[config.mk]
export PLATFORM = sky130hd
export DESIGN_NAME = ewp_ctrl
export DESIGN_NICKNAME = d
export VERILOG_FILES = /design/src/hw/ewp_pkg.sv /design/src/hw/ewp_ctrl.sv
export SDC_FILE = /design/constraint.sdc
export NUM_CORES = 1
export LEC_CHECK = 0
export BUFFER_PORTS_ARGS = -buffer_cell sky130_fd_sc_hd__buf_2
export CAP_MARGIN = 10
export CORE_ASPECT_RATIO = 0.9
export CORE_MARGIN = 4
export CORE_UTILIZATION = 48
export CTS_CLUSTER_DIAMETER = 120
export DETAILED_ROUTE_END_ITERATION = 10
export PLACE_DENSITY_LB_ADDON = 0.25
export SYNTH_ARGS = -nofsm -noshare
export SYNTH_HDL_FRONTEND = slang
export SYNTH_SLANG_ARGS = --single-unit
export TNS_END_PERCENT = 100
[constraint.sdc]
create_clock -name clk -period 5.4 [get_ports clk]
set_input_delay 0 -clock clk [delete_from_list [all_inputs] [get_ports clk]]
set_output_delay 0 -clock clk [all_outputs]
set_load 0.05 [all_outputs]
[src/hw/ewp_pkg.sv]
package ewp_pkg;

  // ==========================================================================
  // instruction bytes
  localparam logic [7:0] CMD_READ = 8'h03;
  localparam logic [7:0] CMD_WRITE = 8'h02;
  localparam logic [7:0] CMD_CLEAR_LATCH = 8'h04;
  localparam logic [7:0] CMD_SET_LATCH = 8'h06;
  localparam logic [7:0] CMD_READ_STATUS = 8'h05;
  localparam logic [7:0] CMD_WRITE_STATUS = 8'h01;

  // ==========================================================================
  // status byte layout
  localparam int STAT_BUSY_POS = 0;
  localparam int STAT_LATCH_POS = 1;
  localparam int STAT_BP_LO_POS = 2;
  localparam int STAT_BP_HI_POS = 3;
  localparam int STAT_PROT_EN_POS = 7;
  localparam logic STAT_PROT_EN_RESET = 1'b0;
  localparam logic [1:0] STAT_BP_RESET = 2'h0;
  localparam logic STAT_LATCH_RESET = 1'b0;

  typedef struct packed {
    logic pinProtectEnable;
    logic [2:0] spare;
    logic blockProtectHi;
    logic blockProtectLo;
    logic writeLatchFlag;
    logic writeBusy;
  } ewp_status_t;

  // ==========================================================================
  // array geometry and protection bases
  localparam int ADDR_W = 15;
  localparam int PAGE_AW = 6;
  localparam logic [6:0] PAGE_BYTES = 7'h40;
  localparam logic [14:0] PROT_QUARTER_BASE = 15'h6000;
  localparam logic [14:0] PROT_HALF_BASE = 15'h4000;

  // ==========================================================================
  // frame bit counts
  localparam logic [11:0] CMD_BITS = 12'h008;
  localparam logic [11:0] STATUS_WR_BITS = 12'h010;
  localparam logic [11:0] ARRAY_HDR_BITS = 12'h018;
  localparam logic [11:0] ARRAY_MIN_WR_BITS = 12'h020;
  localparam logic [11:0] BIT_CNT_MAX = 12'hFFF;

  // ==========================================================================
  // timing
  localparam int CLK_PERIOD_NS = 10;
  localparam int WRITE_CYCLE_NS = 4000;
  localparam int WRITE_CYCLE_CYC = (WRITE_CYCLE_NS + CLK_PERIOD_NS - 1) / CLK_PERIOD_NS;

  // ==========================================================================
  // pins and array port
  localparam int PIN_CS = 3;
  localparam int PIN_SCK = 2;
  localparam int PIN_SI = 1;
  localparam int PIN_WP = 0;
  localparam logic [3:0] PIN_SYNC_RESET = 4'h9;

  typedef struct packed {
    logic chipSelN;
    logic serialClk;
    logic serialIn;
    logic writeProtectN;
  } ewp_pins_t;

  typedef struct packed {
    logic valid;
    logic [14:0] addr;
    logic [7:0] data;
  } ewp_mem_wr_t;

endpackage : ewp_pkg

[src/hw/ewp_ctrl.sv]
`timescale 1ns/100ps
`default_nettype none

module ewp_ctrl (
  // clock and reset
  input wire logic clk,
  input wire logic rst,
  // serial pins
  input wire ewp_pkg::ewp_pins_t pins,
  output logic serialOut,
  output logic serialOutOeN,
  // array port
  output logic [ewp_pkg::ADDR_W-1:0] memRdAddr,
  input wire logic [7:0] memRdData,
  output ewp_pkg::ewp_mem_wr_t memWr,
  // status view
  output ewp_pkg::ewp_status_t statusView,
  output logic standby,
  output logic writeRejected
);
  import ewp_pkg::*;

  typedef enum logic [0:0] {WC_IDLE, WC_PROGRAM} ewp_wc_t;

  function automatic logic isProtected(input logic [ADDR_W-1:0] a, input logic [1:0] bp);
    logic p;
    p = 1'b0;
    case (bp)
      2'b00: p = 1'b0;
      2'b01: p = (a >= PROT_QUARTER_BASE);
      2'b10: p = (a >= PROT_HALF_BASE);
      default: p = 1'b1;
    endcase
    return p;
  endfunction : isProtected

  // ==========================================================================
  // pin synchronisers
  logic [3:0] pinVec, cleanVec, prev_reg;

  assign pinVec = pins;

  for (genvar i = 0; i < 4; i++) begin : g_sync
    logic s1, s2, s3, c;
    always_ff @(posedge clk or posedge rst) begin
      if (rst) begin
        s1 <= PIN_SYNC_RESET[i];
        s2 <= PIN_SYNC_RESET[i];
        s3 <= PIN_SYNC_RESET[i];
        c <= PIN_SYNC_RESET[i];
      end else begin
        s1 <= pinVec[i];
        s2 <= s1;
        s3 <= s2;
        if (s2 == s3) begin
          c <= s3;
        end
      end
    end
    assign cleanVec[i] = c;
  end

  always_ff @(posedge clk or posedge rst) begin
    if (rst) begin
      prev_reg <= PIN_SYNC_RESET;
    end else begin
      prev_reg <= cleanVec;
    end
  end

  logic csFall, csRise, sckRise, sckFall, armed_reg, active;

  assign csFall = prev_reg[PIN_CS] && !cleanVec[PIN_CS];
  assign csRise = !prev_reg[PIN_CS] && cleanVec[PIN_CS];
  assign sckRise = !prev_reg[PIN_SCK] && cleanVec[PIN_SCK];
  assign sckFall = prev_reg[PIN_SCK] && !cleanVec[PIN_SCK];
  assign active = armed_reg && !cleanVec[PIN_CS];

  // ==========================================================================
  // select tracking
  always_ff @(posedge clk or posedge rst) begin
    if (rst) begin
      armed_reg <= 1'b0;
    end else if (csFall) begin
      armed_reg <= 1'b1;
    end
  end

  always_ff @(posedge clk or posedge rst) begin
    if (rst) begin
      standby <= 1'b1;
    end else begin
      standby <= !active;
    end
  end

  // ==========================================================================
  // frame shifter
  logic [11:0] bitCnt_reg, bitCnt_next;
  logic [15:0] sh_reg, sh_next;
  logic [7:0] cmd_reg, statusData_reg;
  logic [ADDR_W-1:0] addr_reg;
  logic frameBusy_reg, busy;
  ewp_wc_t wc_reg;

  assign busy = (wc_reg == WC_PROGRAM);
  assign bitCnt_next = (bitCnt_reg == BIT_CNT_MAX) ? bitCnt_reg : bitCnt_reg + 12'h001;
  assign sh_next = {sh_reg[14:0], cleanVec[PIN_SI]};

  always_ff @(posedge clk or posedge rst) begin
    if (rst) begin
      bitCnt_reg <= '0;
      sh_reg <= '0;
      cmd_reg <= '0;
      addr_reg <= '0;
      statusData_reg <= '0;
      frameBusy_reg <= 1'b0;
    end else if (csFall) begin
      bitCnt_reg <= '0;
      frameBusy_reg <= busy;
    end else if (active && sckRise) begin
      bitCnt_reg <= bitCnt_next;
      sh_reg <= sh_next;
      if (bitCnt_next == CMD_BITS) begin
        cmd_reg <= sh_next[7:0];
      end
      if (bitCnt_next == STATUS_WR_BITS) begin
        statusData_reg <= sh_next[7:0];
      end
      if (bitCnt_next == ARRAY_HDR_BITS) begin
        addr_reg <= sh_next[ADDR_W-1:0];
      end
    end
  end

  // ==========================================================================
  // page buffer fill
  logic [7:0] pageBuf [0:(1 << PAGE_AW) - 1];
  logic [PAGE_AW-1:0] fillPtr_reg;
  logic [6:0] fillCnt_reg;
  logic dataByteDone;

  assign dataByteDone = active && sckRise && !frameBusy_reg && (cmd_reg == CMD_WRITE)
    && (bitCnt_next > ARRAY_HDR_BITS) && (bitCnt_next[2:0] == 3'h0)
    && (bitCnt_next != BIT_CNT_MAX);

  always_ff @(posedge clk) begin
    if (dataByteDone) begin
      pageBuf[addr_reg[PAGE_AW-1:0] + fillPtr_reg] <= sh_next[7:0];
    end
  end

  always_ff @(posedge clk or posedge rst) begin
    if (rst) begin
      fillPtr_reg <= '0;
      fillCnt_reg <= '0;
    end else if (csFall) begin
      fillPtr_reg <= '0;
      fillCnt_reg <= '0;
    end else if (dataByteDone) begin
      fillPtr_reg <= fillPtr_reg + 1'b1;
      if (fillCnt_reg != PAGE_BYTES) begin
        fillCnt_reg <= fillCnt_reg + 7'h01;
      end
    end
  end

  // ==========================================================================
  // commit decode at select release
  logic latch_reg, protEn_reg, commitSet, commitClear, wrStatusReq, wrArrayReq;
  logic [1:0] bp_reg;
  logic wrStatusOk, wrArrayOk, commitOk, cycleDone;

  always_comb begin
    commitSet = armed_reg && csRise && !frameBusy_reg
      && (cmd_reg == CMD_SET_LATCH) && (bitCnt_reg == CMD_BITS);
    commitClear = armed_reg && csRise && !frameBusy_reg
      && (cmd_reg == CMD_CLEAR_LATCH) && (bitCnt_reg == CMD_BITS);
    wrStatusReq = armed_reg && csRise && !frameBusy_reg
      && (cmd_reg == CMD_WRITE_STATUS) && (bitCnt_reg == STATUS_WR_BITS);
    wrArrayReq = armed_reg && csRise && !frameBusy_reg && (cmd_reg == CMD_WRITE)
      && (bitCnt_reg >= ARRAY_MIN_WR_BITS) && (bitCnt_reg[2:0] == 3'h0)
      && (bitCnt_reg != BIT_CNT_MAX);
    wrStatusOk = latch_reg && (!protEn_reg || cleanVec[PIN_WP]);
    wrArrayOk = latch_reg && !isProtected(addr_reg, bp_reg);
    commitOk = (wrStatusReq && wrStatusOk) || (wrArrayReq && wrArrayOk);
  end

  always_ff @(posedge clk or posedge rst) begin
    if (rst) begin
      writeRejected <= 1'b0;
    end else begin
      writeRejected <= (wrStatusReq && !wrStatusOk) || (wrArrayReq && !wrArrayOk);
    end
  end

  // ==========================================================================
  // write latch
  always_ff @(posedge clk or posedge rst) begin
    if (rst) begin
      latch_reg <= STAT_LATCH_RESET;
    end else if (commitSet) begin
      latch_reg <= 1'b1;
    end else if (commitClear || cycleDone) begin
      latch_reg <= 1'b0;
    end
  end

  // ==========================================================================
  // status protection bits
  always_ff @(posedge clk or posedge rst) begin
    if (rst) begin
      protEn_reg <= STAT_PROT_EN_RESET;
      bp_reg <= STAT_BP_RESET;
    end else if (wrStatusReq && wrStatusOk) begin
      protEn_reg <= statusData_reg[STAT_PROT_EN_POS];
      bp_reg <= {statusData_reg[STAT_BP_HI_POS], statusData_reg[STAT_BP_LO_POS]};
    end
  end

  always_comb begin
    statusView = '0;
    statusView.pinProtectEnable = protEn_reg;
    statusView.blockProtectHi = bp_reg[1];
    statusView.blockProtectLo = bp_reg[0];
    statusView.writeLatchFlag = latch_reg;
    statusView.writeBusy = busy;
  end

  // ==========================================================================
  // internal write cycle
  logic [15:0] cycCnt_reg;
  logic [6:0] drainCnt_reg, drainLen_reg;
  logic [PAGE_AW-1:0] drainIdx;

  assign cycleDone = busy && (cycCnt_reg == 16'(WRITE_CYCLE_CYC - 1));
  assign drainIdx = addr_reg[PAGE_AW-1:0] + drainCnt_reg[PAGE_AW-1:0];

  always_ff @(posedge clk or posedge rst) begin
    if (rst) begin
      wc_reg <= WC_IDLE;
      cycCnt_reg <= '0;
      drainCnt_reg <= '0;
      drainLen_reg <= '0;
    end else begin
      case (wc_reg)
        WC_IDLE: begin
          cycCnt_reg <= '0;
          drainCnt_reg <= '0;
          if (commitOk) begin
            wc_reg <= WC_PROGRAM;
            drainLen_reg <= wrArrayReq ? fillCnt_reg : 7'h00;
          end
        end
        WC_PROGRAM: begin
          cycCnt_reg <= cycCnt_reg + 16'h0001;
          if (drainCnt_reg != drainLen_reg) begin
            drainCnt_reg <= drainCnt_reg + 7'h01;
          end
          if (cycleDone) begin
            wc_reg <= WC_IDLE;
          end
        end
        default: begin
          wc_reg <= WC_IDLE;
        end
      endcase
    end
  end

  always_ff @(posedge clk or posedge rst) begin
    if (rst) begin
      memWr <= '0;
    end else begin
      memWr.valid <= busy && (drainCnt_reg != drainLen_reg);
      memWr.addr <= {addr_reg[ADDR_W-1:PAGE_AW], drainIdx};
      memWr.data <= pageBuf[drainIdx];
    end
  end

  // ==========================================================================
  // serial output
  logic [7:0] outSh_reg, loadVal;
  logic rdArray, rdStatus, loadByte;

  always_comb begin
    rdStatus = (cmd_reg == CMD_READ_STATUS) && (bitCnt_reg >= CMD_BITS);
    rdArray = !frameBusy_reg && (cmd_reg == CMD_READ) && (bitCnt_reg >= ARRAY_HDR_BITS);
    loadByte = active && sckFall && (rdStatus || rdArray) && (bitCnt_reg[2:0] == 3'h0);
    loadVal = rdStatus ? statusView : memRdData;
  end

  always_ff @(posedge clk or posedge rst) begin
    if (rst) begin
      memRdAddr <= '0;
    end else if (active && sckRise && (bitCnt_next == ARRAY_HDR_BITS)) begin
      memRdAddr <= sh_next[ADDR_W-1:0];
    end else if (loadByte && rdArray) begin
      memRdAddr <= memRdAddr + 1'b1;
    end
  end

  always_ff @(posedge clk or posedge rst) begin
    if (rst) begin
      serialOut <= 1'b0;
      serialOutOeN <= 1'b1;
      outSh_reg <= '0;
    end else if (!active) begin
      serialOutOeN <= 1'b1;
    end else if (loadByte) begin
      serialOut <= loadVal[7];
      outSh_reg <= {loadVal[6:0], 1'b0};
      serialOutOeN <= 1'b0;
    end else if (sckFall && !serialOutOeN) begin
      serialOut <= outSh_reg[7];
      outSh_reg <= {outSh_reg[6:0], 1'b0};
    end
  end

endmodule : ewp_ctrl
`default_nettype wire

### After elaboration in Yosys (flattened, before gate mapping)

Memories as Yosys holds them, arrays and structs flattened. A register that Yosys moved wholly into a read port is not among the register bits.
Index checks and enable logic that the tools add are counted.

* flip-flop bits (word level): 170
* bits in writable memories: 512
* input bits: 14
* output and inout port bits: 51
* logic and storage cells: 184
* memories: 1

* add/sub/neg operators: 8
* order comparisons: 6
* equality and inequality tests: 25
* multiplexer cells: 29
* bitwise operators: 2
* reductions and logical operators: 72

Memories
* pageBuf: words 64, width 8, read ports 1, clocked after memory_dff 1, wr ports 1, line ewp_ctrl.sv:138 `logic [7:0] pageBuf [0:(1 << PAGE_AW) - 1];`

Operators by type and width (number)
* 1-bit logical AND: 40
* 12-bit by 5-bit == test with 1-bit output, second input constant: 3
* 12-bit 2-to-1 mux: 3
* 7-bit 2-to-1 mux: 5
* 16-bit one-hot mux with 2 select lines: 1
* 15-bit greater-or-equal comparator, second input constant: 2
* 15-bit 2-to-1 mux: 2
* 12-bit by 4-bit == test with 1-bit output, second input constant: 2
* 8-bit by 3-bit == test with 1-bit output, second input constant: 3
* 8-bit 2-to-1 mux: 3
* 12-bit != test, second input constant: 2
* 16-bit by 1-bit adder with 16-bit output, second input constant: 1
* 16-bit by 9-bit == test with 1-bit output, second input constant: 1
* 8-bit by 2-bit == test with 1-bit output, second input constant: 2
* 15-bit by 1-bit adder with 15-bit output, second input constant: 1
* 7-bit by 1-bit adder with 7-bit output, second input constant: 2
* 7-bit one-hot mux with 2 select lines: 1
* 12-bit by 1-bit adder with 12-bit output, second input constant: 1
* 6-bit adder: 2
* 12-bit == test, second input constant: 1
* 12-bit by 4-bit greater-or-equal comparator with 1-bit output, second input constant: 1
* 12-bit by 5-bit greater-or-equal comparator with 1-bit output, second input constant: 1
* 12-bit by 6-bit greater-or-equal comparator with 1-bit output, second input constant: 1
* 12-bit by 5-bit > comparator with 1-bit output, second input constant: 1
* other kinds (20): 60

### Longest topological paths before layout

Gate-level depths: netlist of the first run.

* depth in word-level cells: 12
* gate-level depth with buffers: 10
* depth with buffers taken out: 8

### Worst setup path after synthesis of the first run

OpenSTA, ideal clock, no wires.

* path type: flip-flop to flip-flop
* start: register bitCnt_reg[1]
* end: memory pageBuf[15][0] (enable)
* library setup time: 0.383 ns
* data arrival time: 2.752 ns
* required time: 5.017 ns
* setup slack: 2.265 ns
* stages on the path, launching flop included: 9
* buffers on the path: 1
* period minus slack after synthesis: 3.135 ns
* cell sequence: dfrtp_1 > ha_1 > nand3_4 > nor3_1 > mux2i_1 > o211ai_1 > nand4_1 > buf_2 > nor3_1

* cells in the longest elaborated chain, start to end: 8
* elaborated cells on any way between the ends: 11
* those cells by class: add/sub (1); order compare (1); eq/ne (2); mux (3); reduce/logical (4)

Ends and longest elaborated chain
* start: declaration: line ewp_ctrl.sv:99 `logic [11:0] bitCnt_reg, bitCnt_next;`
* start signal: assignment: line ewp_ctrl.sv:122 `bitCnt_reg <= bitCnt_next;`
* 12-bit by 1-bit adder with 12-bit output / 12-bit == test (equally long branches): line ewp_ctrl.sv:107 `assign bitCnt_next = (bitCnt_reg == BIT_CNT_MAX) ? bitCnt_reg : bitCnt_reg + 12'h001;`
* 12-bit 2-to-1 mux *: line ewp_ctrl.sv:107
* 12-bit by 5-bit > comparator with 1-bit output: line ewp_ctrl.sv:144 `&& (bitCnt_next > ARRAY_HDR_BITS) && (bitCnt_next[2:0] == 3'h0)`
* 1-bit logical AND (2 in series): line ewp_ctrl.sv:144
* 1-bit logical AND *: line ewp_ctrl.sv:145 `&& (bitCnt_next != BIT_CNT_MAX);`
* 1-bit 2-to-1 mux *: line ewp_ctrl.sv:148 `if (dataByteDone) begin`
* 1-bit 2-to-1 mux (not written as such) *: line ewp_ctrl.sv:149 `pageBuf[addr_reg[PAGE_AW-1:0] + fillPtr_reg] <= sh_next[7:0];`
* end: declaration: line ewp_ctrl.sv:138

Every way passes the cells marked *; elsewhere a longest branch is shown, timed or not.

### Worst setup path in the final report of the first run

* start: register bitCnt_reg[4]
* end: memory pageBuf[0][1] (enable)

Same word-level chain as after synthesis.

==> qor_table.md, run 1 <==
| Item | Reported |
|:---|:---|
| Final Cycle Share | 79.97% |
| YS warnings | 0 |
| Average cell area after synthesis | 16.67 µm² |
| Dominant register cell in the synthesized netlist | sky130_fd_sc_hd__edfxtp_1 |
| EDFF count, synth | 512 |
| Synth area leader | sky130_fd_sc_hd__edfxtp_1 |
| Worst voltage drop across the vdd grid | 309.9 µV |
| Core region area | 58440 µm² |
| Worst path most repeated cell | sky130_fd_sc_hd__nor3_1 |
| Count of buffers inserted at the top-level ports | 61 |
| Worst Tran Pin Value | 1.126 ns |
| Clock slew seen by the registers of the worst setup and hold paths | 0.06 ns |
| Total Negative Setup Slacks | 0 ns |
| Filler Cells Inserted | 4658 |
| Multi-input gate area in the final layout | 8270 µm² |
| Crit path launch type | register |
| DRC violation count after routing | 0 |
| Arrival time at the worst endpoint | 4.52 ns |
| First-pass GRT wire length | 98130 µm |
| Shortest period the worst path allows | 4.318 ns |
| Largest register FFs | 512 |
| GRT Overall Usage | 20.34% |
| Post-Layout Inst Area | 32400 µm² |
| Capturing element type of the critical path | register |
| Number of buffers on the longest clock path | 3 |
| Overflow left after global routing | 0 |
| Run status | finished clean |
| Pin count of the biggest net entering global routing | 119 |
| Antenna viol nets, final | 0 |
| Clock Sink Count | 682 |
| Via count of the first global-routing pass | 16030 |
| Total of max-cap violations | 0 |
| Post-detailed-placement cell area | 29950 µm² |
| Via Count | 15940 |
| Post-synthesis register bit count | 682 |
| Placed instance count | 2531 |
| Leakage | 11.78 nW |
| Initial antenna violation count | 0 |
| Clock network latency to the later pin of the worst-skew pair | 0.61 ns |
| Die Span X | 264.3 µm |
| Combined flip-flop and latch cell area | 19650 µm² |
| Starting density of the core | 48.56% |
| Per-cell routed wire length | 23.69 µm |
| Timing-limited maximum frequency | 231.6 MHz |
| Final routed wirelength across all metal layers | 63290 µm |
| Number of buffers added by the clock tree synthesis step | 69 |
| Detailed-routing iteration count for the pre-antenna-repair pass | 5 |
| Post-synthesis instance area | 28380 µm² |
| Fraction of final layout cells sized beyond drive strength 1 | 24.63% |
| Cells along the critical path | nand3_2, nor3_1, mux2i_1, o211ai_1, nand4_1, nor3_1 |
| Sequential-to-total area share from yosys stat | 69.22% |
| CTS root buffer | sky130_fd_sc_hd__clkbuf_16 |
| Total half-perimeter wirelength after legalization and detailed placement | 38630 µm |
| Top cells by area, synth | sky130_fd_sc_hd__edfxtp_1 54%, sky130_fd_sc_hd__dfrtp_1 14%, sky130_fd_sc_hd__mux4_2 10% |
| Async set-or-reset flop fraction in the synthesized netlist | 24.93% |
| Fraction of the core area covered by cells at the end of the flow | 55.44% |
| Unrepaired setup endpoints after global routing | no |
| # setup viols final | 0 |
| Number of rows in the core area | 84 |
| # resized after CTS | 0 |
| TritonCTS clock tree | yes |
| I/O pin count | 65 |
| Final nets | 1875 |
| Vias per std cell | 5.967 |
| Max stage delay cell, worst path | sky130_fd_sc_hd__nor3_1 |
| Number of setup buffers added after CTS | 0 |
| Placer Congestion | 0.8608 |
| Max-Slew Margin vs Limit | 24.38% |
| Die area | 63080 µm² |
| Starting DRT DRC Count | 1491 |
| Path category of the worst min-delay check | primary input to register |
| Area added between synthesis and finish | 14.16% |
| Count of mapped cells out of synthesis | 1702 |
| Final hold vios | 0 |
| Class of the most critical setup path | register to register |
| Crit-path max FO | 17 |
| Number of H-tree branching levels | 3 |
| Count of cell types in the netlist | 82 |
| WP data required | 5.60 ns |
| Power Density | 353.2 nW/µm² |
| Height of the die | 238.7 µm |
| Final Max Tran Viols | 0 |
| Fraction of post-synthesis cell area in the top cell type by area | 54.18% |
| Largest stage delay on the critical path | 1.13 ns |
| Layout Cells excl Fill | 2671 |
| Fin Clk Skew | 0.02693 ns |
-- final timing paths --
| kind | startpoint | end | slack (ns) | depth (start not counted) |
|---|---|---|---|---|
| max reg2reg | bitCnt_reg[4]$_DFFE_PP0P_ | pageBuf[0][1]$_DFFE_PP_ | 1.08 | 6 |
| min reg2reg | g_sync[3].s1$_DFF_PP1_ | g_sync[3].s2$_DFF_PP1_ | 0.36 | 0 |
| max | bitCnt_reg[4]$_DFFE_PP0P_ | pageBuf[0][1]$_DFFE_PP_ | 1.08 | 6 |
| min | pins[1] | g_sync[1].s1$_DFF_PP0_ | 0.04 | 2 |
| min in group asynchronous | rst | addr_reg[10]$_DFFE_PP0P_ | 0.12 | 3 |
| max in group asynchronous | rst | memWr[12]$_DFF_PP0_ | 4.03 | 4 |
-- cell usage in the layout (no fill, tap or decap), types with 11 or more instances in the layout --
cell type	netlist	final
sky130_fd_sc_hd__and3_1	41	41
sky130_fd_sc_hd__xor2_1	20	19
sky130_fd_sc_hd__o21ai_0	38	37
sky130_fd_sc_hd__nand4_1	18	18
sky130_fd_sc_hd__clkinv_1	2	13
sky130_fd_sc_hd__mux2i_1	38	38
sky130_fd_sc_hd__dfstp_2	11	11
sky130_fd_sc_hd__dfrtp_1	159	151
sky130_fd_sc_hd__and2_1	24	24
sky130_fd_sc_hd__nor2_1	46	46
sky130_fd_sc_hd__clkbuf_16	0	72
sky130_fd_sc_hd__nand2_1	93	92
sky130_fd_sc_hd__dlygate4sd3_1	0	13
sky130_fd_sc_hd__edfxtp_1	512	512
sky130_fd_sc_hd__nor3_1	81	81
sky130_fd_sc_hd__mux4_2	128	128
sky130_fd_sc_hd__clkbuf_1	46	15
sky130_fd_sc_hd__mux2_2	47	47
sky130_fd_sc_hd__inv_1	22	21
sky130_fd_sc_hd__nand3_1	44	44
sky130_fd_sc_hd__ha_1	18	17
sky130_fd_sc_hd__a211oi_1	26	26
sky130_fd_sc_hd__a21oi_1	36	36
sky130_fd_sc_hd__buf_4	9	82
sky130_fd_sc_hd__or4_1	12	12
sky130_fd_sc_hd__xnor2_1	33	32
sky130_fd_sc_hd__buf_2	32	61
-- critical path: cells and delay by family, from the launching register on --
family,cells,cell delay (ns)
flip-flops,1,0.67
AO/OA/AOI/OAI,1,0.34
AND/OR/NAND/NOR,4,2.65
multiplexers,1,0.25
-- area by class of cell --
| class | count | share of cell area (%) |
|---|---|---|
| clock inverter | 33 | 1.155 |
| sequential | 682 | 60.66 |
| inverter | 24 | 0.3012 |
| timing repair buffer | 158 | 3.368 |
| multi-input combinational | 906 | 25.53 |
| antenna | 1 | 0.007724 |
| clock buffer | 93 | 5.990 |
| tap | 774 | 2.989 |
-- metrics by stage --
| step | hold slack [ns] | worst slack [ns] | total power, mW |
|---|---|---|---|
| global route | 0.01957 | 0.6651 | 11.84 |
| detailed placement | 0.1145 | 1.178 | 6.689 |
| global placement | 0.1074 | 1.365 | 6.654 |
| finish | 0.03522 | 1.082 | 11.44 |
| CTS | 0.02207 | 1.172 | 11.54 |
| floorplan | 0.004478 | 0.8148 | 6.401 |
-- cells by family after synthesis --
group | Yosys count | synth area share, %
simple gates | 424 | 8.073
compound gates | 188 | 4.762
flops | 682 | 69.22
mux | 214 | 13.40
buf+inv | 116 | 1.821
xor+xnor | 53 | 1.636
other cells | 1 | 0.01321
fa+ha+maj | 24 | 1.076
-- synth_stat cells (9+ instances only) --
library cell               count
sky130_fd_sc_hd__o31ai_1       9
sky130_fd_sc_hd__nor3_1       81
sky130_fd_sc_hd__nand2_1      93
sky130_fd_sc_hd__o21ai_0      38
sky130_fd_sc_hd__and3_1       41
sky130_fd_sc_hd__inv_1        22
sky130_fd_sc_hd__mux2i_1      38
sky130_fd_sc_hd__nor2_1       46
sky130_fd_sc_hd__mux4_2      128
sky130_fd_sc_hd__xor2_1       20
sky130_fd_sc_hd__dfrtp_1     159
sky130_fd_sc_hd__and2_1       24
sky130_fd_sc_hd__a32o_1        9
sky130_fd_sc_hd__buf_4         9
sky130_fd_sc_hd__or4_1        12
sky130_fd_sc_hd__a21oi_1      36
sky130_fd_sc_hd__ha_1         18
sky130_fd_sc_hd__dfstp_2      11
sky130_fd_sc_hd__nand4_1      18
sky130_fd_sc_hd__a2111o_1      9
sky130_fd_sc_hd__a21o_1        9
sky130_fd_sc_hd__nand3_1      44
sky130_fd_sc_hd__xnor2_1      33
sky130_fd_sc_hd__mux2_2       47
sky130_fd_sc_hd__clkbuf_1     46
sky130_fd_sc_hd__a211oi_1     26
sky130_fd_sc_hd__nor4_1       10
sky130_fd_sc_hd__buf_2        32
sky130_fd_sc_hd__edfxtp_1    512
-- routing by layer --
metal  vias up  track usage, %  part of all wire [%]
met4         0           5.186                   2.4
li1       7018               -                     -
met3       117           4.477                   7.2
met1      8223           28.93                    42
met5         -               0                     0
met2       581           32.51                    48
-- report_power, final --
group	switching [mW]	internal, mW
registers	0.0619	5.98
logic	0.457	0.0823
clock network	1.95	2.91
-- timing repair --
action / in CTS / in global routing
hold buffers: 13 / 0
endpoints found under the setup margin: 0 / 0
endpoints found under the hold margin: 118 / 0
Note: power is estimated with default switching activity, not from simulation.
==> run 2: changes to the inputs <==
- ABC_AREA: default -> 1
- clock period: 5.4 -> 3.6 ns (I/O delays scaled with it)
==> run 2 against run 1 <==
Effect of this change:
- routed wire length grew 14%
- total power up 52%
- final cell count rose by 32%
- clock-buffer cell count is 11 lower
- non-clock buffer count increased by 20
- setup slack got worse by 0.82 ns
- sequential power up 56%
- highest routed layer unchanged
- global-route usage is 2.4 points higher
- clock skew up 0.0030 ns
==> qor_table.md, run 2 <==
| Item | Reported | Change |
|:---|:---|:---|
| Crit-path max FO | 8 | -9 |
| Fraction of post-synthesis cell area in the top cell type by area | 53.89% | -0.29 points |
| Shortest period the worst path allows | 3.335 ns | -0.9832 ns |
| CTS root buffer | sky130_fd_sc_hd__clkbuf_16 |  |
| Pin count of the biggest net entering global routing | 152 | +28% |
| Number of rows in the core area | 84 | unchanged |
| Crit path buf inv count | 1 | +1 |
| DRC violation count after routing | 0 | unchanged |
| Worst reg-to-reg setup slack | 0.27 ns | -0.82 ns |
| Largest stage delay on the critical path | 0.48 ns | -0.65 ns |
| Final Cycle Share | 92.64% | +13 points |
| Worst path most repeated cell | sky130_fd_sc_hd__nand2_1 |  |
| Clock network latency to the later pin of the worst-skew pair | 0.61 ns | about the same |
| Initial antenna violation count | 0 | unchanged |
| Fraction of the core area covered by cells at the end of the flow | 55.81% | +0.37 points |
| Starting DRT DRC Count | 2212 | +48% |
| Post-synthesis instance area | 28530 µm² | +0.54% |
| Number of H-tree branching levels | 3 | unchanged |
| Total half-perimeter wirelength after legalization and detailed placement | 43850 µm | +14% |
| Clock slew seen by the registers of the worst setup and hold paths | 0.06 ns | about the same |
| Placer Congestion | 0.8907 | +3.5% |
| Post-synthesis register bit count | 682 | unchanged |
| Crit path launch type | register |  |
| Core region area | 58650 µm² | +0.36% |
| Number of buffers on the longest clock path | 3 | unchanged |
| Sequential-to-total area share from yosys stat | 68.85% | -0.37 points |
| GRT Overall Usage | 22.74% | +2.4 points |
| WP data required | 3.89 ns | -1.71 ns |
| Via count of the first global-routing pass | 19610 | +22% |
| Die area | 63410 µm² | +0.52% |
| Unrepaired setup endpoints after global routing | no |  |
| Largest register FFs | 512 | unchanged |
| Average cell area after synthesis | 11.09 µm² | -33% |
| I/O pin count | 65 | unchanged |
| Height of the die | 239.3 µm | +0.26% |
| Most common cell after layout, fill and taps aside | sky130_fd_sc_hd__edfxtp_1 |  |
| # setup viols final | 0 | unchanged |
| Antenna Cells | 0 | -1 |
| Final routed wirelength across all metal layers | 72380 µm | +14% |
| Class of the most critical setup path | register to register |  |
| Timing-limited maximum frequency | 299.9 MHz | +29% |
| Top cells by area, synth | sky130_fd_sc_hd__edfxtp_1 54%, sky130_fd_sc_hd__dfrtp_1 14%, sky130_fd_sc_hd__o21ai_0 6.3% |  |
| Worst voltage drop across the vdd grid | 360.4 µV | +16% |
| First-pass GRT wire length | 113000 µm | +15% |
| Run status | finished clean |  |
| Commonest cells after routing, fill and taps aside | 512 x sky130_fd_sc_hd__edfxtp_1, 413 x sky130_fd_sc_hd__nor2_1, 386 x sky130_fd_sc_hd__nand2_1 |  |
| Per-cell routed wire length | 20.55 µm | -13% |
| Synth area leader | sky130_fd_sc_hd__edfxtp_1 |  |
| TritonCTS clock tree | yes |  |
| Max-Slew Margin vs Limit | 23.03% | -1.3 points |
| Total Negative Setup Slacks | 0 ns | unchanged |
| Dominant register cell in the synthesized netlist | sky130_fd_sc_hd__edfxtp_1 |  |
| Worst Tran Pin Value | 1.155 ns | +0.02890 ns |
| Die Span X | 265.0 µm | +0.26% |
| Final Max Tran Viols | 0 | unchanged |
| Overflow left after global routing | 0 | unchanged |
| Fraction of final layout cells sized beyond drive strength 1 | 11.90% | -13 points |
| Count of mapped cells out of synthesis | 2572 | +51% |
| Final hold vios | 0 | unchanged |
| Via Count | 20030 | +26% |
| Max stage delay cell, worst path | sky130_fd_sc_hd__dfrtp_1 |  |
| Top-count cell post-synth | sky130_fd_sc_hd__edfxtp_1 |  |
| Cells along the critical path | ha_1, nand3_2, nor2_4, nand3_1, nand2_1, nand2_1, nand2_1, nor3_1, nand2_1, nor2_1, nand2_1, nor2_1, buf_4 |  |
| Async set-or-reset flop fraction in the synthesized netlist | 24.93% | unchanged |
| Leakage | 12.54 nW | +6.5% |
| Vias per std cell | 5.684 | -4.7% |
| Total of max-cap violations | 0 | unchanged |
| Fin Clk Skew | 0.02997 ns | +0.003042 ns |
| Final nets | 2727 | +45% |
| Arrival time at the worst endpoint | 3.63 ns | -0.89 ns |
| Count of cell types in the netlist | 38 | -54% |
| Power Density | 532.1 nW/µm² | +51% |
| Number of buffers added by the clock tree synthesis step | 70 | +1.4% |
| EDFF count, synth | 512 | unchanged |
| Detailed-routing iteration count for the pre-antenna-repair pass | 5 | unchanged |
| Starting density of the core | 48.65% | +0.086 points |
| Cell family with the largest share of critical-path delay | simple AND/OR/NAND/NOR gates |  |
| Clock Sink Count | 682 | unchanged |
| YS warnings | 0 | unchanged |
| Count of buffers inserted at the top-level ports | 61 | unchanged |
| Capturing element type of the critical path | register |  |
| Commonest cells in the synthesized netlist | 512 x sky130_fd_sc_hd__edfxtp_1, 413 x sky130_fd_sc_hd__nor2_1, 387 x sky130_fd_sc_hd__nand2_1 |  |
| Antenna viol nets, final | 0 | unchanged |
| Area added between synthesis and finish | 14.72% |  |
| Path category of the worst min-delay check | primary input to register |  |
run 2: cell count changes after synthesis, moves of 32 or more:
cell,before,now
sky130_fd_sc_hd__o221ai_1,0,32
sky130_fd_sc_hd__clkbuf_1,46,88
sky130_fd_sc_hd__o21ai_0,38,357
sky130_fd_sc_hd__nor3_1,81,18
sky130_fd_sc_hd__mux2_2,47,0
sky130_fd_sc_hd__nand2_1,93,387
sky130_fd_sc_hd__and3_1,41,0
sky130_fd_sc_hd__mux2i_1,38,0
sky130_fd_sc_hd__o22ai_1,8,81
sky130_fd_sc_hd__mux4_2,128,0
sky130_fd_sc_hd__nor2_1,46,413
sky130_fd_sc_hd__inv_1,22,117
sky130_fd_sc_hd__nand3_1,44,166
run 2: cell type report:
class	instances	area (µm²)
fillers	4892	25910
flip-flops and latches	682	19650
multi-input cells	1636	7928
clock buffers	82	1891
repair buffers	178	1354
well taps	774	968.4
inverters	125	478.0
clock inverters	46	460.4
run 2: per-stage QoR:
step	area [µm²]	instances	hold slack, ns	power [mW]	worst slack [ns]
3_3_place_gp	30250	3382	0.1061	10.15	0.4115
6_report	32730	3523	0.05233	17.42	0.2650
3_5_place_dp	30250	3382	0.1067	10.18	0.3929
5_1_grt	32730	3523	0.03436	18.00	0.04149
4_1_cts	32730	3523	0.01055	17.54	0.3717
2_1_floorplan	28540	2574	0.004478	9.684	1.031
run 2: worst register-to-register path, stage by stage, from the launching register on:
cell	delay, ns
sky130_fd_sc_hd__dfrtp_1	0.48
sky130_fd_sc_hd__ha_1	0.28
sky130_fd_sc_hd__nand3_2	0.14
sky130_fd_sc_hd__nor2_4	0.06
sky130_fd_sc_hd__nand3_1	0.17
sky130_fd_sc_hd__nand2_1	0.08
sky130_fd_sc_hd__nand2_1	0.15
sky130_fd_sc_hd__nand2_1	0.09
sky130_fd_sc_hd__nor3_1	0.14
sky130_fd_sc_hd__nand2_1	0.15
sky130_fd_sc_hd__nor2_1	0.27
sky130_fd_sc_hd__nand2_1	0.49
sky130_fd_sc_hd__nor2_1	0.32
sky130_fd_sc_hd__buf_4	0.22
run 2: report_power, final:
part	switching [mW]	internal (mW)
clock	3.03	4.36
combinational	0.453	0.145
sequential	0.467	8.96
run 2: per-layer routing:
layer / global-route usage, % / share of wire [%]
met5: 0 / 0
met4: 6.114 / 2.2
met3: 4.663 / 8.0
met2: 35.92 / 46
met1: 32.57 / 43
run 2: cells by family (layout without fill, tap and decap cells):
| group | Yosys count | in the layout | share of synthesized area [%] |
|---|---|---|---|
| DFF | 682 | 682 | 68.85 |
| other | 1 | 3 | 0.01314 |
| AOI/OAI and AO/OA | 541 | 541 | 10.31 |
| xor gates and xnor gates | 38 | 38 | 1.167 |
| buffers and inverters | 256 | 431 | 3.605 |
| and+or+nand+nor | 1030 | 1030 | 14.99 |
| adders and majority gates | 24 | 24 | 1.070 |
run 2: repair_timing:
item | in CTS | in global routing
buffers inserted | 0 | 0
endpoints found under the setup margin | 0 | 8
gates resized for setup | 0 | 1
hold buffers | 13 | 0
hold endpoints to repair | 47 | 0
run 2: final timing paths:
| check | startpoint | to | cells past startpoint |
|---|---|---|---|
| max in group asynchronous | rst | g_sync[3].s2$_DFF_PP1_ | 4 |
| max reg2reg | bitCnt_reg[0]$_DFFE_PP0P_ | pageBuf[44][0]$_DFFE_PP_ | 13 |
| min reg2reg | g_sync[1].s1$_DFF_PP0_ | g_sync[1].s2$_DFF_PP0_ | 0 |
| min | pins[3] | g_sync[3].s1$_DFF_PP1_ | 2 |
| max | bitCnt_reg[0]$_DFFE_PP0P_ | pageBuf[44][0]$_DFFE_PP_ | 13 |
| min in group asynchronous | rst | serialOut$_DFFE_PP0P_ | 3 |
